File: src/setm_pkg.sv
// Package: constants and types of the state event timer
package setm_pkg;
    // =========================================================
    // Sizes
    localparam int NEV  = 8;
    localparam int NMC  = 8;
    localparam int NOUT = 10;
    localparam int NIN  = 4;
    localparam int SW   = 5;

    // =========================================================
    // Register word addresses
    localparam logic [7:0] A_CTRL  = 8'h00;
    localparam logic [7:0] A_STATE = 8'h01;
    localparam logic [7:0] A_COUNT = 8'h02;
    localparam logic [7:0] A_OUT   = 8'h03;
    localparam logic [7:0] A_FLAG  = 8'h04;
    localparam logic [7:0] A_INTEN = 8'h05;
    localparam logic [7:0] A_LIMIT = 8'h06;
    localparam logic [7:0] A_STOP  = 8'h07;
    localparam logic [7:0] A_START = 8'h08;
    localparam logic [7:0] A_HALT  = 8'h09;
    // Banks of eight, selected by address bits 7..3
    localparam logic [4:0] G_EVST   = 5'h02;
    localparam logic [4:0] G_EVCTL  = 5'h03;
    localparam logic [4:0] G_MATCH  = 5'h04;
    localparam logic [4:0] G_CAP    = 5'h05;
    localparam logic [4:0] G_CAPCTL = 5'h06;
    localparam logic [4:0] G_OUTA   = 5'h08;
    localparam logic [4:0] G_OUTB   = 5'h09;

    // =========================================================
    // Control word fields and reset value
    localparam int C_UNIFY = 0;
    localparam int C_UD    = 1;
    localparam int C_STOP  = 3;
    localparam int C_HALT  = 5;
    localparam int STATE_H = 16;
    localparam logic [6:0] CTRL_RST = 7'h60;

    // Index of each counter action mask
    localparam int ACT_LIMIT = 0;
    localparam int ACT_STOP  = 1;
    localparam int ACT_START = 2;
    localparam int ACT_HALT  = 3;

    // =========================================================
    // Types
    typedef enum logic [1:0] {IO_LOW, IO_RISE, IO_FALL, IO_HIGH} setm_iocond_e;
    typedef enum logic [1:0] {DIR_ANY, DIR_UP, DIR_DOWN, DIR_RSV} setm_dir_e;
    typedef enum logic [1:0] {RES_NONE, RES_SET, RES_CLR, RES_TOG} setm_res_e;

    typedef struct packed {
        setm_dir_e    dir;
        logic [SW-1:0] next_state_value;
        logic         ld;
        logic         comb;
        logic         iout;
        logic [3:0]   iosel;
        setm_iocond_e iocond;
        logic         hctr;
        logic [2:0]   msel;
    } setm_evctl_s;

    typedef struct packed {
        setm_res_e       res;
        logic [NEV-1:0]  tog;
        logic [NEV-1:0]  clr;
        logic [NEV-1:0]  set;
    } setm_outcfg_s;

    typedef struct packed {
        logic           hctr;
        logic [NEV-1:0] mask;
    } setm_capctl_s;

    typedef struct packed {
        logic [31:0]                    rdata;
        logic                           irq;
        logic [NOUT-1:0]                outv;
        logic [6:0]                     ctrl;
        logic [1:0]                     down;
        logic [1:0][SW-1:0]             state;
        logic [1:0][15:0]               cnt;
        logic [NEV-1:0]                 flag;
        logic [NEV-1:0]                 inten;
        logic [3:0][1:0][NEV-1:0]       act;
        logic [NEV-1:0][31:0]           evst;
        setm_evctl_s [NEV-1:0]          evctl;
        logic [NMC-1:0][31:0]           match;
        logic [NMC-1:0][31:0]           cap;
        setm_capctl_s [NMC-1:0]         capctl;
        setm_outcfg_s [NOUT-1:0]        outcfg;
        logic [NIN-1:0]                 in_s1;
        logic [NIN-1:0]                 in_s2;
        logic [NIN-1:0]                 in_prev;
    } setm_state_s;
endpackage

File: src/setm_top.sv
// State event timer: registers, counters, state variables, actions
//
// Local design decisions: strobed register access and the register offsets.
module setm_top (
    // Clock and reset
    input  wire logic                         mclk,
    input  wire logic                         resetn,
    // Register port
    input  wire logic [7:0]                   addr,
    input  wire logic [31:0]                  wdata,
    input  wire logic                         wr,
    input  wire logic                         rd,
    output logic      [31:0]                  rdata,
    // Timer pins
    input  wire logic [setm_pkg::NIN-1:0]     in_pin,
    output logic      [setm_pkg::NOUT-1:0]    out_pin,
    output logic                              irq
);
    // =========================================================
    // State and event wiring
    setm_pkg::setm_state_s                  st;
    setm_pkg::setm_state_s                  next_st;
    logic [setm_pkg::NEV-1:0]               hit;
    logic [setm_pkg::NOUT-1:0]              out_lvl;
    logic [setm_pkg::NOUT-1:0]              out_chg;
    logic [setm_pkg::NIN-1:0]               in_rise;
    logic [setm_pkg::NIN-1:0]               in_fall;
    logic [1:0]                             halted;
    logic                                   unify;

    // Edges come from the second and third stages only
    assign in_rise = st.in_s2 & ~st.in_prev;
    assign in_fall = ~st.in_s2 & st.in_prev;
    assign halted  = st.ctrl[setm_pkg::C_HALT +: 2];
    assign unify   = st.ctrl[setm_pkg::C_UNIFY];

    assign rdata   = st.rdata;
    assign out_pin = st.outv;
    assign irq     = st.irq;

    // =========================================================
    // Event detectors and output resolvers
    for (genvar e = 0; e < setm_pkg::NEV; e++) begin : g_ev
        setm_event u_ev (
            .ctl       (st.evctl[e]),
            .state_en  (st.evst[e]),
            .match_val (st.match[st.evctl[e].msel]),
            .unify     (unify),
            .updown    (st.ctrl[setm_pkg::C_UD +: 2]),
            .down      (st.down),
            .halted    (halted),
            .state     (st.state),
            .count     (st.cnt),
            .in_lvl    (st.in_s2),
            .in_rise   (in_rise),
            .in_fall   (in_fall),
            .out_lvl   (st.outv),
            .hit       (hit[e])
        );
    end

    for (genvar o = 0; o < setm_pkg::NOUT; o++) begin : g_out
        setm_outbit u_out (
            .cfg  (st.outcfg[o]),
            .hits (hit),
            .cur  (st.outv[o]),
            .lvl  (out_lvl[o]),
            .chg  (out_chg[o])
        );
    end

    // =========================================================
    // Counter step: returns new direction above the new value
    function automatic logic [32:0] step(
        input logic [31:0] v,
        input logic        down,
        input logic        ud,
        input logic        lim
    );
        logic nd;
        nd = down && ud;
        if (lim && !ud) begin
            return {1'b0, 32'h0000_0000};
        end
        if (lim) begin
            nd = !down;
        end else if (ud && down && v == 32'h0000_0000) begin
            nd = 1'b0;
        end
        return {nd, nd ? v - 32'h0000_0001 : v + 32'h0000_0001};
    endfunction

    // =========================================================
    // Next state
    always_comb begin
        logic [1:0][setm_pkg::NEV-1:0]  hc;
        logic [1:0][3:0]                acts;
        logic [1:0]                     run;
        logic [32:0]                    sv;
        logic [3:0]                     oidx;
        logic [setm_pkg::NEV-1:0]       evh;
        logic [2:0]                     i;
        hc      = '0;
        acts    = '0;
        run     = '0;
        sv      = '0;
        evh     = '0;
        i       = addr[2:0];
        oidx    = {1'b1, addr[2:0]};
        next_st = st;
        next_st.rdata = 32'h0000_0000;

        // Pin synchronisers
        next_st.in_s1   = in_pin;
        next_st.in_s2   = st.in_s1;
        next_st.in_prev = st.in_s2;

        // Split events by counter
        for (int e = 0; e < setm_pkg::NEV; e++) begin
            evh[e] = !unify && st.evctl[e].hctr;
        end
        hc[0] = hit & ~evh;
        hc[1] = hit & evh;

        // Software writes first so hardware events override them
        if (wr) begin
            case (addr)
                setm_pkg::A_CTRL: next_st.ctrl = wdata[6:0];
                setm_pkg::A_STATE: begin
                    for (int c = 0; c < 2; c++) begin
                        if (st.ctrl[setm_pkg::C_HALT + c]) begin
                            next_st.state[c] = wdata[c * setm_pkg::STATE_H +: setm_pkg::SW];
                        end
                    end
                end
                setm_pkg::A_OUT:   next_st.outv  = wdata[setm_pkg::NOUT-1:0];
                setm_pkg::A_FLAG:  next_st.flag  = st.flag & ~wdata[7:0];
                setm_pkg::A_INTEN: next_st.inten = wdata[7:0];
                setm_pkg::A_LIMIT: next_st.act[setm_pkg::ACT_LIMIT] = wdata[15:0];
                setm_pkg::A_STOP:  next_st.act[setm_pkg::ACT_STOP]  = wdata[15:0];
                setm_pkg::A_START: next_st.act[setm_pkg::ACT_START] = wdata[15:0];
                setm_pkg::A_HALT:  next_st.act[setm_pkg::ACT_HALT]  = wdata[15:0];
                default: begin
                    case (addr[7:3])
                        setm_pkg::G_EVST:   next_st.evst[i]   = wdata;
                        setm_pkg::G_EVCTL:  next_st.evctl[i]  = wdata[19:0];
                        setm_pkg::G_MATCH:  next_st.match[i]  = wdata;
                        setm_pkg::G_CAPCTL: next_st.capctl[i] = wdata[8:0];
                        setm_pkg::G_OUTA:   next_st.outcfg[i] = wdata[25:0];
                        setm_pkg::G_OUTB: begin
                            if (oidx < 4'(setm_pkg::NOUT)) begin
                                next_st.outcfg[oidx] = wdata[25:0];
                            end
                        end
                        default: ;
                    endcase
                end
            endcase
        end

        // Counter actions from events
        for (int c = 0; c < 2; c++) begin
            for (int k = 0; k < 4; k++) begin
                acts[c][k] = |(hc[c] & st.act[k][c]);
            end
            run[c] = !st.ctrl[setm_pkg::C_STOP + c] && !halted[c];
            if (acts[c][setm_pkg::ACT_START] && st.ctrl[setm_pkg::C_STOP + c]) begin
                next_st.ctrl[setm_pkg::C_STOP + c] = 1'b0;
            end
            if (acts[c][setm_pkg::ACT_STOP]) begin
                next_st.ctrl[setm_pkg::C_STOP + c] = 1'b1;
            end
            // Halt wins over a software clear in the same cycle
            if (acts[c][setm_pkg::ACT_HALT]) begin
                next_st.ctrl[setm_pkg::C_HALT + c] = 1'b1;
            end
        end

        // Counting
        if (unify) begin
            if (run[0]) begin
                sv = step({st.cnt[1], st.cnt[0]}, st.down[0],
                          st.ctrl[setm_pkg::C_UD], acts[0][setm_pkg::ACT_LIMIT]);
                next_st.cnt[0]  = sv[15:0];
                next_st.cnt[1]  = sv[31:16];
                next_st.down[0] = sv[32];
            end
        end else begin
            for (int c = 0; c < 2; c++) begin
                if (run[c]) begin
                    // Sixteen-bit wrap falls out of the low half
                    sv = step({16'h0000, st.cnt[c]}, st.down[c],
                              st.ctrl[setm_pkg::C_UD + c], acts[c][setm_pkg::ACT_LIMIT]);
                    if (st.down[c] && !acts[c][setm_pkg::ACT_LIMIT] && st.cnt[c] == 16'h0000
                        && !st.ctrl[setm_pkg::C_UD + c]) begin
                        sv = {1'b0, 32'h0000_0001};
                    end
                    next_st.cnt[c]  = sv[15:0];
                    next_st.down[c] = sv[32];
                end
            end
        end

        // State transition from the highest event of each counter
        for (int c = 0; c < 2; c++) begin
            if (|hc[c]) begin
                for (int e = 0; e < setm_pkg::NEV; e++) begin
                    if (hc[c][e]) begin
                        if (st.evctl[e].ld) begin
                            next_st.state[c] = st.evctl[e].next_state_value;
                        end else begin
                            next_st.state[c] = st.state[c] + st.evctl[e].next_state_value;
                        end
                    end
                end
            end
        end

        // Output levels
        for (int o = 0; o < setm_pkg::NOUT; o++) begin
            if (out_chg[o]) begin
                next_st.outv[o] = out_lvl[o];
            end
        end

        // Capture
        for (int m = 0; m < setm_pkg::NMC; m++) begin
            if (|(hit & st.capctl[m].mask)) begin
                if (unify) begin
                    next_st.cap[m] = {st.cnt[1], st.cnt[0]};
                end else if (st.capctl[m].hctr) begin
                    next_st.cap[m] = {16'h0000, st.cnt[1]};
                end else begin
                    next_st.cap[m] = {16'h0000, st.cnt[0]};
                end
            end
        end

        // Flags: an event in the clearing cycle survives
        next_st.flag = next_st.flag | hit;
        next_st.irq  = |(next_st.flag & next_st.inten);

        // Read data, valid in the cycle after the strobe only
        if (rd) begin
            case (addr)
                setm_pkg::A_CTRL:  next_st.rdata = {23'h000000, st.down, st.ctrl};
                setm_pkg::A_STATE: next_st.rdata = {11'h000, st.state[1], 11'h000, st.state[0]};
                setm_pkg::A_COUNT: next_st.rdata = {st.cnt[1], st.cnt[0]};
                setm_pkg::A_OUT:   next_st.rdata = {22'h000000, st.outv};
                setm_pkg::A_FLAG:  next_st.rdata = {24'h000000, st.flag};
                setm_pkg::A_INTEN: next_st.rdata = {24'h000000, st.inten};
                setm_pkg::A_LIMIT: next_st.rdata = {16'h0000, st.act[setm_pkg::ACT_LIMIT]};
                setm_pkg::A_STOP:  next_st.rdata = {16'h0000, st.act[setm_pkg::ACT_STOP]};
                setm_pkg::A_START: next_st.rdata = {16'h0000, st.act[setm_pkg::ACT_START]};
                setm_pkg::A_HALT:  next_st.rdata = {16'h0000, st.act[setm_pkg::ACT_HALT]};
                default: begin
                    case (addr[7:3])
                        setm_pkg::G_EVST:   next_st.rdata = st.evst[i];
                        setm_pkg::G_EVCTL:  next_st.rdata = {12'h000, st.evctl[i]};
                        setm_pkg::G_MATCH:  next_st.rdata = st.match[i];
                        setm_pkg::G_CAP:    next_st.rdata = st.cap[i];
                        setm_pkg::G_CAPCTL: next_st.rdata = {23'h000000, st.capctl[i]};
                        setm_pkg::G_OUTA:   next_st.rdata = {6'h00, st.outcfg[i]};
                        setm_pkg::G_OUTB: begin
                            if (oidx < 4'(setm_pkg::NOUT)) begin
                                next_st.rdata = {6'h00, st.outcfg[oidx]};
                            end
                        end
                        default: next_st.rdata = 32'h0000_0000;
                    endcase
                end
            endcase
        end
    end

    // =========================================================
    // Registers; both counters start halted
    always_ff @(posedge mclk or negedge resetn) begin
        if (!resetn) begin
            st      <= '0;
            st.ctrl <= setm_pkg::CTRL_RST;
        end else begin
            st <= next_st;
        end
    end
endmodule

File: src/setm_event.sv
// Event detector: match, pin condition, state mask and direction
module setm_event (
    // Event setup
    input  wire setm_pkg::setm_evctl_s           ctl,
    input  wire logic [31:0]                     state_en,
    input  wire logic [31:0]                     match_val,
    // Counter status
    input  wire logic                            unify,
    input  wire logic [1:0]                      updown,
    input  wire logic [1:0]                      down,
    input  wire logic [1:0]                      halted,
    input  wire logic [1:0][setm_pkg::SW-1:0]    state,
    input  wire logic [1:0][15:0]                count,
    // Pin conditions
    input  wire logic [setm_pkg::NIN-1:0]        in_lvl,
    input  wire logic [setm_pkg::NIN-1:0]        in_rise,
    input  wire logic [setm_pkg::NIN-1:0]        in_fall,
    input  wire logic [setm_pkg::NOUT-1:0]       out_lvl,
    // Result
    output logic                                 hit
);
    logic ctr;
    logic mt;
    logic lvl;
    logic rise;
    logic fall;
    logic io_ok;
    logic dir_ok;

    always_comb begin
        ctr = !unify && ctl.hctr;
        if (unify) begin
            mt = ({count[1], count[0]} == match_val);
        end else begin
            mt = (count[ctr] == match_val[15:0]);
        end
        lvl  = 1'b0;
        rise = 1'b0;
        fall = 1'b0;
        // Outputs carry no edge history: edges act as levels
        if (ctl.iout) begin
            if (ctl.iosel < 4'(setm_pkg::NOUT)) begin
                lvl  = out_lvl[ctl.iosel];
                rise = lvl;
                fall = !lvl;
            end
        end else if (ctl.iosel < 4'(setm_pkg::NIN)) begin
            lvl  = in_lvl[ctl.iosel[1:0]];
            rise = in_rise[ctl.iosel[1:0]];
            fall = in_fall[ctl.iosel[1:0]];
        end
        unique case (ctl.iocond)
            setm_pkg::IO_LOW:  io_ok = !lvl;
            setm_pkg::IO_RISE: io_ok = rise;
            setm_pkg::IO_FALL: io_ok = fall;
            setm_pkg::IO_HIGH: io_ok = lvl;
        endcase
        dir_ok = 1'b1;
        if (updown[ctr]) begin
            case (ctl.dir)
                setm_pkg::DIR_UP:   dir_ok = !down[ctr];
                setm_pkg::DIR_DOWN: dir_ok = down[ctr];
                default:            dir_ok = 1'b1;
            endcase
        end
        hit = !halted[ctr]
              && state_en[state[ctr]]
              && mt && (!ctl.comb || io_ok)
              && dir_ok;
    end
endmodule

File: src/setm_outbit.sv
// Output action resolver for one output
module setm_outbit (
    // Setup and events
    input  wire setm_pkg::setm_outcfg_s      cfg,
    input  wire logic [setm_pkg::NEV-1:0]    hits,
    input  wire logic                        cur,
    // Result
    output logic                             lvl,
    output logic                             chg
);
    logic s;
    logic c;
    logic t;

    always_comb begin
        s   = |(hits & cfg.set);
        c   = |(hits & cfg.clr);
        t   = |(hits & cfg.tog);
        lvl = cur;
        chg = s || c || t;
        if (s && c) begin
            unique case (cfg.res)
                setm_pkg::RES_NONE: lvl = cur;
                setm_pkg::RES_SET:  lvl = 1'b1;
                setm_pkg::RES_CLR:  lvl = 1'b0;
                setm_pkg::RES_TOG:  lvl = !cur;
            endcase
        end else if (s) begin
            lvl = 1'b1;
        end else if (c) begin
            lvl = 1'b0;
        end else if (t) begin
            lvl = !cur;
        end
    end
endmodule

File: config.mk
export PLATFORM = sky130hd
export DESIGN_NAME = setm_top
export DESIGN_NICKNAME = d
export VERILOG_FILES = /design/src/setm_pkg.sv /design/src/setm_top.sv /design/src/setm_event.sv /design/src/setm_outbit.sv
export SDC_FILE = /design/constraint.sdc
export NUM_CORES = 2
export LEC_CHECK = 0
export BUFFER_PORTS_ARGS = -buffer_cell sky130_fd_sc_hd__buf_2
export CORE_MARGIN = 2
export CORE_UTILIZATION = 40
export CTS_BUF_LIST = sky130_fd_sc_hd__clkbuf_8 sky130_fd_sc_hd__clkbuf_16
export CTS_CLUSTER_DIAMETER = 200
export DETAILED_ROUTE_END_ITERATION = 10
export PLACE_DENSITY = 0.57
export SLEW_MARGIN = 20
export SYNTH_ARGS = -nofsm -noshare
export SYNTH_HDL_FRONTEND = slang
export SYNTH_SLANG_ARGS = --single-unit
export TNS_END_PERCENT = 1
File: constraint.sdc
create_clock -name mclk -period 9.3 [get_ports mclk]
set_input_delay 1.86 -clock mclk [delete_from_list [all_inputs] [get_ports mclk]]
set_output_delay 1.86 -clock mclk [all_outputs]
set_load 0.05 [all_outputs]
==> metrics.yaml <==
drt_iter0_markers: 12700
ys_top_cells_by_count: "1444 x dfrtp_1, 1328 x mux2_2, 934 x mux2i_1"
die_w_um: 516
synth-seq-area-share_pct: 34.5
cts.repair.resized: 0
clock.fmax_ghz: 0.112
cts_buffers: 178
setup_viol: 0
netSwitchingFraction_pct: 33.7
grt.total_usage_pct: 37.5
slowest_delay_ns: 1.01
r2r-end: "st[1383]$_DFFE_PN0P_"
placed_cells: 12500
synth_top_area_share_pct: 34.5
root_buffer: "clkbuf_16"
wl_met3_mm: 64.9
finalNetCount: 9331
synth_area_um2: 105000
path_max_fanout: 44
critPathKind: "register to register"
clkPwrFrac_pct: 38.5
antenna_found_initial: 44
p_leak_nw: 48.9
irDropWorstVdd_uv: 170
syn_avg_cell_area_um2: 11.2
place_congestion: 1.10
dp_hpwl_mm: 364
fillers: 24100
final-max-slew-violation-count: 0
cts_setup_buffers: 0
syn_to_final_growth_pct: 10.6
clk_latency_ns: 0.93
grt_pass1_vias: 85500
final_util_pct: 44.6
route.detailed.drc: 0
syn_nets: 9556
io-pin-count: 91
grt_overflow_total: 0
cp_slowest_cell: "dfrtp_4"
wl_met1_mm: 193
clock_sinks: 1446
min_to: "next_st[2]$_DFF_PN0_"
stdcell_count: 12800
final_antenna_net_count: 0
viasPerCell: 6.96
arrival_ns: 9.68
io_buffers: 90
switching_power_w: 0.00628
worstMarginPinSlew_ns: 1.28
yosysUniqueCellTypes: 103
synth_edf_count: 0
initial_core_util_pct: 40.3
cts_tree: "built"
powerDensity_nw_per_um2: 161
die_area_um2: 266000
multiInputGateArea_um2: 64000
seq_power_share_pct: 38.6
hold_depth: 0
holdCritStartpoint: "next_st[6]$_DFF_PN0_"
grt_first_pass_wirelength_mm: 702
setup-tns-final_ns: 0
wl_per_cell_um: 39.7
rr_worst_depth: 27
p_int_w: 0.0124
die_height_um: 516
synth-seq-cells: 1446
relSlewSlack_pct: 12.0
final-hold-violation-count: 0
regArea_um2: 36300
timing.final.crit_period_ns: 8.93
yosysWarnings: 0
dr_wl_met2_mm: 211
period_share_pct: 96.0
async_reset_ff_share_pct: 100
pwr-share-comb_pct: 22.9
cp-start-kind: "register"
drt_pass1_iterations: 10
worstPathRequired_ns: 10.05
grt_max_degree: 161
coreArea_um2: 260000
drive_gt1_share_pct: 32.8
synthesis.instances: 9369
ctsHoldBuffers: 0
ff2ff_setup_slack_ns: 0.37
worstReg2RegStart: "st[877]$_DFFE_PN0P_"
outcome: "finished clean"
finalClockSkew_ns: 0.117
clk_pin_slew_ns: 0.07
wl_mm: 509
maxCapViolCount: 0
rsz0062_at_grt: "false"
clk_path_buf_depth: 4
hold_class: "register to register"
netlist_top_cells_area: "dfrtp_1 34%, mux2_2 14%, mux4_2 14%"
rows: 187
ys.flop_type: "dfrtp_1"
htreeDepth: 4
top_layer: "met5"
synth_most_common_cell: "dfrtp_1"
yosys.area.top_type: "dfrtp_1"
end_kind: "register"
vias: 89100
cpMostUsedCell: "buf_4"
-- worst max-delay path: cells and delay by family (launching register included) --
kind | cells | cell delay [ns]
AOI/OAI and AO/OA | 9 | 2.35
xor gates and xnor gates | 1 | 0.21
adders and majority gates | 1 | 0.16
buffers and inverters | 3 | 0.62
DFF | 1 | 1.01
muxes | 2 | 0.69
and+or+nand+nor | 11 | 3.65
-- cells by family (layout without fill, tap and decap cells) --
| kind of cell | Yosys count | after routing | synth area share, % |
|---|---|---|---|
| simple gates | 1728 | 1728 | 7.98 |
| fa+ha+maj | 139 | 139 | 1.78 |
| mux | 2932 | 2932 | 37.5 |
| other cells | 0 | 27 | 0 |
| compound gates | 1561 | 1561 | 10.1 |
| buf+inv | 1163 | 1074 | 4.75 |
| xor+xnor | 400 | 400 | 3.34 |
| flops | 1446 | 1446 | 34.5 |
-- per-layer routing --
layer,GRT usage (%),vias up
met5,0.475,-
met4,23.5,20
met3,13.9,1552
met2,53.8,6443
met1,47.5,46200
li1,-,34800
-- how the worst max path moves through the flow --
| stage | slack, ns | end | cells after the start | start |
|---|---|---|---|---|
| floorplan | 0.48 | st[1383]$_DFFE_PN0P_ | 26 | st[1385]$_DFF_PN0_ |
| global placement | -0.29 | st[1383]$_DFFE_PN0P_ | 27 | st[1396]$_DFFE_PN0P_ |
| detailed placement | 0.21 | st[1383]$_DFFE_PN0P_ | 27 | st[897]$_DFFE_PN0P_ |
| CTS | 0.16 | st[1383]$_DFFE_PN0P_ | 27 | st[897]$_DFFE_PN0P_ |
| global route | 0.07 | st[1383]$_DFFE_PN0P_ | 27 | st[877]$_DFFE_PN0P_ |
| finish | 0.37 | st[1383]$_DFFE_PN0P_ | 27 | st[877]$_DFFE_PN0P_ |
-- metrics by stage --
step	hold WS, ns	instance area [um^2]	setup slack, ns	power [W]
after floorplan	0.331	105000	0.476	0.00954
after global placement	0.348	110000	-0.293	0.0113
after detailed placement	0.340	110000	0.214	0.0114
after CTS	0.353	116000	0.161	0.0185
after global routing	0.355	116000	0.0684	0.0191
final	0.351	116000	0.370	0.0187
-- placed cells by master (no fill, tap or decap), drive strengths merged, types with 23 or more instances in the layout --
| cell type | count |
|---|---|
| and3 | 51 |
| diode | 27 |
| o221ai | 33 |
| o211ai | 29 |
| xor2 | 130 |
| o2111ai | 23 |
| clkinv | 51 |
| a21o | 74 |
| nand3 | 131 |
| xnor2 | 270 |
| mux2i | 938 |
| inv | 185 |
| a211oi | 45 |
| a222oi | 33 |
| o21a | 31 |
| buf | 600 |
| a22o | 57 |
| nand2b | 68 |
| nor2b | 77 |
| ha | 122 |
| a31oi | 24 |
| a221oi | 58 |
| mux4 | 660 |
| clkbuf | 214 |
| mux2 | 1334 |
| nand2 | 737 |
| nand4 | 60 |
| nor2 | 232 |
| nor4 | 94 |
| or3 | 31 |
| or4 | 30 |
| a22oi | 167 |
| dfrtp | 1444 |
| nor3 | 97 |
| o22ai | 86 |
| a21oi | 237 |
| o21ai | 450 |
-- flip-flops by register name, summed over array words and instances (netlist names) --
| signal | cells |
|---|---|
| next_st | 8 |
| irq | 1 |
| st | 1393 |
| halted | 2 |
| rdata | 32 |
| out_pin | 10 |
-- power by group through the flow --
| stage | registers [W] | logic (W) | clock network (W) |
|---|---|---|---|
| after detailed placement | 0.00727 | 0.00408 | 0 |
| after CTS | 0.00715 | 0.00410 | 0.00727 |
| after global routing | 0.00720 | 0.00442 | 0.00753 |
| after floorplan | 0.00685 | 0.00268 | 0 |
| after global placement | 0.00726 | 0.00405 | 0 |
| final | 0.00720 | 0.00427 | 0.00719 |
-- layout make-up --
type                            count  share of cell area, %
Antenna cell                       27                 0.0583
Clock inverter                    103                  0.816
Timing Repair Buffer              601                   4.00
Inverter                          157                  0.509
Multi-Input combinational cell   6760                   55.3
Clock buffer                      213                   4.28
Sequential cell                  1446                   31.3
Tap cell                         3496                   3.77
No activity file was read; power rests on OpenSTA's default activity.
